<file path="src/dlc_map.vh">
// dlc_map.vh: timing counts and defaults for the converter write controller
// assumes a 50 MHz clock, period 20 ns
`ifndef DLC_MAP_VH
`define DLC_MAP_VH
`define DLC_CLK_PERIOD_NS   20
// least strobe low width, ns
`define DLC_STROBE_MIN_NS   900
// least data hold after the rising edge, ns
`define DLC_HOLD_MIN_NS     50
// least setup of data before strobe falls, ns
`define DLC_SETUP_MIN_NS    20
// cycle counts, least times rounded up
`define DLC_STROBE_CYC ((`DLC_STROBE_MIN_NS+`DLC_CLK_PERIOD_NS-1)/`DLC_CLK_PERIOD_NS)
`define DLC_HOLD_CYC   ((`DLC_HOLD_MIN_NS+`DLC_CLK_PERIOD_NS-1)/`DLC_CLK_PERIOD_NS)
`define DLC_SETUP_CYC  ((`DLC_SETUP_MIN_NS+`DLC_CLK_PERIOD_NS-1)/`DLC_CLK_PERIOD_NS)
// operating modes
`define DLC_MODE_DOUBLE 2'h0
`define DLC_MODE_SINGLE 2'h1
`define DLC_MODE_FLOW   2'h2
`endif
</file>
<file path="src/dlc_host.v">
// dlc_host.v: controller driving the pins of a dual-latch converter
// assumes the converter pins are wired straight to the outputs here
`timescale 1ns/10ps
`include "dlc_map.vh"

module dlc_host #(
    parameter STROBE_CYC = `DLC_STROBE_CYC,
    parameter HOLD_CYC   = `DLC_HOLD_CYC,
    parameter SETUP_CYC  = `DLC_SETUP_CYC
) (
    // clock and reset
    input  wire       clk_i,
    input  wire       rst_b_i,
    // user side
    input  wire [1:0] mode_i,
    input  wire       write_req_i,
    input  wire [7:0] write_data_i,
    input  wire       load_input_i,
    input  wire       load_transfer_i,
    input  wire       freeze_i,
    input  wire [7:0] flow_data_i,
    output wire       ready_o,
    output reg        done_o,
    // converter pins
    output reg  [7:0] data_o,
    output reg        chip_select_n_o,
    output reg        input_write_strobe_n_o,
    output reg        transfer_write_strobe_n_o,
    output reg        transfer_select_n_o,
    output reg        input_latch_enable_o
);

    ////////////////////////////////////////////////////////////////
    // sequencer states
    localparam ST_IDLE  = 3'h0;
    localparam ST_SETUP = 3'h1;
    localparam ST_LOW   = 3'h2;
    localparam ST_HOLD  = 3'h3;
    localparam ST_FLOW  = 3'h4;

    // sequencer state, phase counter and latched request
    reg  [2:0]  state;
    reg  [2:0]  next_state;
    reg  [15:0] count;
    reg  [15:0] next_count;
    reg         do_input;
    reg         do_transfer;
    reg  [1:0]  cur_mode;

    // zero-based last count for a phase
    // a count below one still gives a one-cycle phase
    function [15:0] dlc_last;
        input integer cyc;
        begin
            dlc_last = (cyc < 1) ? 16'h0000 : cyc[15:0] - 16'h0001;
        end
    endfunction

    // ready while idle or in flow mode; write requests are only taken while idle
    assign ready_o = (state == ST_IDLE) || (state == ST_FLOW);

    ////////////////////////////////////////////////////////////////
    // next state of the write sequencer
    always @* begin
        next_state = state;
        next_count = count + 16'h0001;
        case (state)
            ST_IDLE: begin
                next_count = 16'h0000;
                // flow mode wins over a pending write
                if (mode_i == `DLC_MODE_FLOW)
                    next_state = ST_FLOW;
                else if (write_req_i)
                    next_state = ST_SETUP;
            end
            ST_SETUP: begin
                if (count >= dlc_last(SETUP_CYC)) begin
                    next_state = ST_LOW;
                    next_count = 16'h0000;
                end
            end
            ST_LOW: begin
                if (count >= dlc_last(STROBE_CYC)) begin
                    next_state = ST_HOLD;
                    next_count = 16'h0000;
                end
            end
            ST_HOLD: begin
                if (count >= dlc_last(HOLD_CYC)) begin
                    next_state = ST_IDLE;
                    next_count = 16'h0000;
                end
            end
            ST_FLOW: begin
                next_count = 16'h0000;
                if (mode_i != `DLC_MODE_FLOW)
                    next_state = ST_IDLE;
            end
            default: begin
                next_state = ST_IDLE;
                next_count = 16'h0000;
            end
        endcase
    end

    ////////////////////////////////////////////////////////////////
    // sequencer registers and captured request
    always @(posedge clk_i or negedge rst_b_i) begin
        if (!rst_b_i) begin
            state       <= ST_IDLE;
            count       <= 16'h0000;
            do_input    <= 1'b0;
            do_transfer <= 1'b0;
            cur_mode    <= `DLC_MODE_DOUBLE;
            done_o      <= 1'b0;
        end else begin
            state  <= next_state;
            count  <= next_count;
            // one-cycle pulse as the hold phase ends
            done_o <= (state == ST_HOLD) && (next_state == ST_IDLE);
            if (state == ST_IDLE && next_state == ST_SETUP) begin
                // mode kept so a change mid-write is ignored
                cur_mode <= mode_i;
                // single mode latches in input stage
                if (mode_i == `DLC_MODE_SINGLE) begin
                    do_input    <= 1'b1;
                    do_transfer <= 1'b0;
                end else begin
                    do_input    <= load_input_i;
                    do_transfer <= load_transfer_i;
                end
            end
        end
    end

    ////////////////////////////////////////////////////////////////
    // pin drive, all from flip-flops
    // registered pins keep the strobes free of glitches
    always @(posedge clk_i or negedge rst_b_i) begin
        if (!rst_b_i) begin
            data_o                    <= 8'h00;
            chip_select_n_o           <= 1'b1;
            input_write_strobe_n_o    <= 1'b1;
            transfer_write_strobe_n_o <= 1'b1;
            transfer_select_n_o       <= 1'b1;
            input_latch_enable_o      <= 1'b0;
        end else begin
            input_latch_enable_o <= ~freeze_i;
            case (next_state)
                ST_FLOW: begin
                    data_o                    <= flow_data_i;
                    chip_select_n_o           <= 1'b0;
                    input_write_strobe_n_o    <= 1'b0;
                    transfer_write_strobe_n_o <= 1'b0;
                    transfer_select_n_o       <= 1'b0;
                end
                ST_SETUP: begin
                    if (state == ST_IDLE)
                        data_o <= write_data_i;
                    input_write_strobe_n_o <= 1'b1;
                    if (mode_i == `DLC_MODE_SINGLE || cur_mode ==
                        `DLC_MODE_SINGLE && state != ST_IDLE) begin
                        chip_select_n_o           <= 1'b0;
                        transfer_write_strobe_n_o <= 1'b0;
                        transfer_select_n_o       <= 1'b0;
                    end else begin
                        chip_select_n_o           <= 1'b1;
                        transfer_write_strobe_n_o <= 1'b1;
                        transfer_select_n_o       <= 1'b1;
                    end
                end
                // strobes rise after the low phase
                ST_LOW: begin
                    chip_select_n_o        <= ~do_input;
                    input_write_strobe_n_o <= ~do_input;
                    if (cur_mode != `DLC_MODE_SINGLE) begin
                        transfer_write_strobe_n_o <= ~do_transfer;
                        transfer_select_n_o       <= ~do_transfer;
                    end
                end
                default: begin
                    input_write_strobe_n_o <= 1'b1;
                    // single mode leaves select and transfer pair low
                    if (cur_mode != `DLC_MODE_SINGLE) begin
                        chip_select_n_o           <= 1'b1;
                        transfer_write_strobe_n_o <= 1'b1;
                        transfer_select_n_o       <= 1'b1;
                    end
                end
            endcase
        end
    end

endmodule // dlc_host

</file>
<file path="config.mk">
export PLATFORM = sky130hd
export DESIGN_NAME = dlc_host
export DESIGN_NICKNAME = d
export VERILOG_FILES = /design/src/dlc_host.v
export VERILOG_INCLUDE_DIRS = /design/src
export SDC_FILE = /design/constraint.sdc
export NUM_CORES = 1
export LEC_CHECK = 0
export ABC_AREA = 1
export BUFFER_PORTS_ARGS = -buffer_cell sky130_fd_sc_hd__buf_2
export CAP_MARGIN = 5
export CELL_PAD_IN_SITES_DETAIL_PLACEMENT = 1
export CELL_PAD_IN_SITES_GLOBAL_PLACEMENT = 2
export CORE_MARGIN = 2
export CORE_UTILIZATION = 31
export DETAILED_ROUTE_END_ITERATION = 10
export PLACE_DENSITY_LB_ADDON = 0.3
export SYNTH_ARGS = -nofsm -noshare
export SYNTH_HDL_FRONTEND = slang
export SYNTH_SLANG_ARGS = --single-unit
</file>
<file path="constraint.sdc">
create_clock -name clk_i -period 1.75 [get_ports clk_i]
set_clock_uncertainty 0.05 [all_clocks]
set_input_delay 0.35 -clock clk_i [delete_from_list [all_inputs] [get_ports clk_i]]
set_output_delay 0.35 -clock clk_i [all_outputs]
set_load 0.01 [all_outputs]
</file>
==> results.toml, run 1 <==
[run_status]
run_status = "complete, no violations"

[floorplan]
row_count = 26
fp.dieW_um = 76.07
pin_count = 39
die_h_um = 76.07
die_area_mm2 = 0.005787
core_mm2 = 0.005075
initial_utilization_pct = 31.73

[yosys]
yosys_warnings = 0
synthMuxAreaShare_pct = 0
ys_seq_area_share_pct = 56.18
synthTopCellsByArea = "dfrtp_1 (51%), nand2_1 (7.9%), nor2_1 (7.9%)"
synth_top_family_by_area = "simple AND/OR/NAND/NOR gates"
synth_compound_area_share_pct = 8.081
syn_area_mm2 = 0.001610
syn_area_per_cell_um2 = 8.799
synth-adder-area-share_pct = 1.554
synth_top_cell_by_area = "dfrtp_1"
synth-simple-area-share_pct = 25.95
synth_top_area_share_pct = 51.28
ys_seq_elements = 36
syn_inst = 183
synth-xor-area-share_pct = 1.088
synth_cell_types = 28

[setup_path]
endpoint_kind = "register"
path_class = "register to register"
required_ns = 1.92
cp_max_fo = 11
start_kind = "register"
arrival_ns = 1.77

[cts]
htreeDepth = 2
ctsRootBufferMaster = "clkbuf_8"
cts_inserted_buffers = 5
clkLatencyLatePin_ns = 0.28
clkTransAtPathRegs_ns = 0.07
clock_sinks = 36
tritoncts = "built"
cts_buffer_depth = 2

[flow_run]
cap_violations = 0

[timing]
hold_viol_final = 0
finalSetupTns_ns = 0
post-route-period-util_pct = 91.56
setup_viol = 0
fin_crit_ns = 1.602
drv_slew = 0
timing.fmax_mhz = 624.1
worst_hold_slack_ns = 0.1549

[layout]
area_growth_pct = 28.28
fin_area_mm2 = 0.002066
fin_nets = 269
antenna_cells = 0
final_core_util_pct = 40.71
drive_above_1_share_pct = 26.64

[grt]
grt_pass1_wl_um = 6237
grt_usage_pct = 13.57
grt_pass1_vias = 1394
antenna_found_initial = 0
gr-total-overflow = 0
grt_max_degree = 19

[detailed_routing]
route.detailed.drc = 0
drt_iter0_drc = 50
vias_per_cell = 4.338
drt-total-wl_um = 3719
drtAntennaViolNets = 0
avgRoutedWirePerCell_um = 11.84
routed-via-count = 1362
dr.pass1.iters = 4

[power]
p_leak_nw = 1.028
finalPower_w = 0.003027
max-vdd-ir-drop_mv = 0.4931
powerDensity_mw_per_mm2 = 1465

[min_path]
hp-class = "input port to register"

[placement]
hpwl_um = 2754
placed_cell_area_mm2 = 0.001913
gp_congestion = 0.7183
port_buffers = 38
-- state kept, by name (all words and copies together), names as in the netlist --
signal,count
state,3
do_input,1
cur_mode,2
done_o,1
count,16
data_o,8
input_write_strobe_n_o,1
input_latch_enable_o,1
chip_select_n_o,1
transfer_select_n_o,1
do_transfer,1
-- path summary, 6_finish.rpt --
| path | startpoint | endpoint | slack [ns] | cells after the start |
|---|---|---|---|---|
| setup / recovery | state[0] | transfer_select_n_o | 0.15 | 10 |
| hold / removal | freeze_i | input_latch_enable_o | 0.15 | 2 |
| setup reg to reg | state[0] | transfer_select_n_o | 0.15 | 10 |
| hold reg to reg | transfer_select_n_o | transfer_select_n_o | 0.43 | 2 |
| max in group asynchronous | rst_b_i | input_write_strobe_n_o | 0.66 | 3 |
| min in group asynchronous | rst_b_i | count[0] | 0.45 | 2 |
-- synth_stat cells --
| cell type | instances |
|---|---|
| nand2_1 | 34 |
| nor2_1 | 34 |
| dfrtp_1 | 33 |
| inv_1 | 18 |
| a21oi_1 | 17 |
| nand3_1 | 9 |
| nor3_1 | 5 |
| o21ai_0 | 5 |
| dfstp_2 | 3 |
| ha_1 | 2 |
| inv_2 | 2 |
| inv_4 | 2 |
| nand4_1 | 2 |
| nor2_2 | 2 |
| nor2_4 | 2 |
| buf_2 | 1 |
| buf_4 | 1 |
| buf_6 | 1 |
| conb_1 | 1 |
| nand2_4 | 1 |
| nand3b_1 | 1 |
| nor2_8 | 1 |
| nor4_1 | 1 |
| o21a_1 | 1 |
| o21ai_1 | 1 |
| o31ai_1 | 1 |
| xnor2_1 | 1 |
| xor2_1 | 1 |
-- per-stage QoR --
stage | worst slack [ns] | cells
4_1_cts | 0.06689 | 308
5_1_grt | -0.02185 | 314
3_5_place_dp | 0.05688 | 299
2_1_floorplan | 0.3749 | 192
3_3_place_gp | 0.04639 | 299
6_report | 0.1477 | 314
-- layer usage --
metal	track usage, %	up-vias	wire length, µm
li1	-	683	-
met1	16.92	645	1766
met2	22.77	29	1755
met3	3.199	5	149
met4	5.455	0	47
met5	0	-	0
-- cell families (layout without fill, tap and decap cells) --
group	Yosys count	count (layout)
simple gates	92	92
flops	36	36
compound gates	25	25
buf+inv	25	77
fa+ha+maj	2	2
xor+xnor	2	2
other cells	1	10
-- cell type report --
type / count / area (µm²)
fill: 665 / 3009
sequential: 36 / 904.6
multi-input combinational: 131 / 633.1
timing repair buffer: 47 / 260.3
clock buffer: 8 / 90.09
inverter: 22 / 90.09
tap: 70 / 87.58
-- worst max-delay path: stages, from the launching register on --
cell and delay [ns]:
dfrtp_1 0.48, nor2_1 0.17, nor2_2 0.08, nand2_4 0.15, inv_6 0.09, nor2_8 0.17
inv_4 0.09, nor2_4 0.12, inv_2 0.04, nand2_1 0.05, nand2_1 0.05
-- layout by cell type (no fill, tap or decap), drive strengths merged --
master       instances
nor4                 1
nand3b               1
a21oi               17
xnor2                1
nand3                9
nand2               35
dfrtp               33
inv                 22
nor3                 5
o31ai                1
buf                 46
ha                   2
o21ai                6
conb                10
nand4                2
dfstp                3
xor2                 1
dlygate4sd3          1
nor2                39
clkbuf               8
o21a                 1
-- what timing repair did --
action / 4_1_cts / 5_1_grt
hold buffers: 1 / 0
setup endpoints to repair: 0 / 9
gates resized for setup: 0 / 2
endpoints found under the hold margin: 11 / 0
buffers inserted: 0 / 6
-- report_power, final --
group          internal, W  switching [W]
Clock             0.000321       0.000281
Sequential         0.00108       0.000142
Combinational     0.000476       0.000727
No activity file was read; power rests on OpenSTA's default activity.
==> inputs of run 2 (changes only) <==
CORE_UTILIZATION = 25   (was 31)
==> run 2 against run 1 <==
Compared with the run above: critical path depth fell by 1; largest cell class unchanged; maximum frequency rose by 5.2%; critical path type unchanged; global-route usage down 2.6 points.
==> results.toml, run 2 (synthesis results as in run 1) <==
[run_status]
run_status = "complete, no violations"

[layout]
top_register = "count"
antenna_cells = 0
largest_registers = "count (16), data_o (8), state (3)"
largest_reg_flops = 16
layout_commonest_cell = "buf_2"
drive_above_1_share_pct = 26.16
final_core_util_pct = 32.43
fin_nets = 262
final_cell_mix = "buf_2 (38), nand2_1 (34), nor2_1 (33), dfrtp_1 (33), inv_1 (18)"
area_growth_pct = 26.42

[setup_path]
critPathMostFrequentCell = "inv_4"
arrival_ns = 1.69
path_class = "register to register"
crit_chain = "nor2_2 > inv_2 > nor2_4 > nand2_4 > inv_4 > nor2_8 > inv_4 > nor2_1 > a21oi_1"
cp_max_fo = 11
required_ns = 1.91
endpoint_kind = "register"
path_delay_family = "simple AND/OR/NAND/NOR gates"
slowest_stage = "dfrtp_1"
cp_num_buf_inv = 3
start_kind = "register"
cpPeakStageDelay_ns = 0.45

[grt]
grt_pass1_vias = 1370
antenna_found_initial = 0
gr-total-overflow = 0
grt_max_degree = 37
grt_pass1_wl_um = 6120
grt_usage_pct = 10.98

[floorplan]
core_mm2 = 0.006277
die_area_mm2 = 0.007099
initial_utilization_pct = 25.65
pin_count = 39
die_h_um = 84.26
fp.dieW_um = 84.26
row_count = 29

[timing]
setup_viol = 0
drv_slew = 0
timing.fmax_mhz = 656.8
finalSetupTns_ns = 0
hold_viol_final = 0
fin_crit_ns = 1.523
rsz0062_at_grt = "no"
post-route-period-util_pct = 87.00

[cts]
clock_sinks = 36
ctsRootBufferMaster = "clkbuf_8"
postCtsSetupBuffers = 0
htreeDepth = 2
clkLatencyLatePin_ns = 0.29
hold_buffers = 0
cts_inserted_buffers = 5
cts_buffer_depth = 2
clkTransAtPathRegs_ns = 0.07
tritoncts = "built"

[flow_run]
cap_violations = 0

[placement]
gp_congestion = 0.7376
hpwl_um = 2664
port_buffers = 38

[detailed_routing]
drt_iter0_drc = 37
route.detailed.drc = 0
drt-total-wl_um = 3465
avgRoutedWirePerCell_um = 11.04
drtAntennaViolNets = 0
vias_per_cell = 4.204
dr.pass1.iters = 3
routed-via-count = 1320

[power]
p_leak_nw = 1.006
powerDensity_mw_per_mm2 = 1491
max-vdd-ir-drop_mv = 0.5173

[min_path]
hp-class = "input port to async pin"
-- run 2: area by class of cell --
type | count | area, µm²
clock buffer | 5 | 68.82
clock inverter | 3 | 42.54
fill | 759 | 4242
inverter | 22 | 87.58
multi-input combinational | 131 | 630.6
sequential | 36 | 904.6
tap | 77 | 96.34
timing repair buffer | 40 | 205.2
-- run 2: worst register-to-register path, stage by stage (launching register included) --
cell	delay (ns)
dfrtp_1	0.45
nor2_2	0.17
inv_2	0.07
nor2_4	0.11
nand2_4	0.08
inv_4	0.14
nor2_8	0.07
inv_4	0.13
nor2_1	0.06
a21oi_1	0.12
-- run 2: through the flow --
step | area (µm²) | power, W | setup WS [ns] | hold slack [ns] | cells
floorplan | 1644 | 0.001999 | 0.3749 | 0.004409 | 192
global placement | 1922 | 0.002345 | 0.09926 | 0.3816 | 306
detailed placement | 1922 | 0.002356 | 0.1644 | 0.3803 | 306
CTS | 2033 | 0.003107 | 0.1705 | 0.05922 | 314
global route | 2036 | 0.003317 | 0.01031 | 0.07285 | 314
finish | 2036 | 0.003036 | 0.2275 | 0.03699 | 314
-- run 2: path summary, 6_finish.rpt --
path | startpoint | to | slack (ns) | depth (start not counted)
max in group asynchronous | rst_b_i | input_write_strobe_n_o | 1.26 | 2
worst min-delay path | rst_b_i | input_latch_enable_o | 0.04 | 2
worst max-delay path | state[0] | data_o[7] | 0.23 | 9
min in group clk_i | freeze_i | input_latch_enable_o | 0.14 | 2
worst max register to register | state[0] | data_o[7] | 0.23 | 9
worst min register to register | transfer_select_n_o | transfer_select_n_o | 0.42 | 2
-- run 2: report_power, final --
| group | internal (W) | total (W) | switching [W] |
|---|---|---|---|
| sequential | 0.00108 | 0.00121 | 0.000127 |
| clock | 0.000421 | 0.000730 | 0.000308 |
| combinational | 0.000419 | 0.00110 | 0.000681 |
| total | 0.00192 | 0.00304 | 0.00112 |
-- run 2: repair_timing --
item / in CTS / in global routing
resized for setup: 0 / 1
hold endpoints to repair: 0 / 0
endpoints found under the setup margin: 0 / 1
-- run 2: routing by layer --
metal,up-vias,GRT usage (%),part of all wire [%]
li1,670,-,-
met3,7,2.753,4.0
met2,27,16.16,46
met1,616,14.90,48
met4,0,5.718,2.3
met5,-,0,0
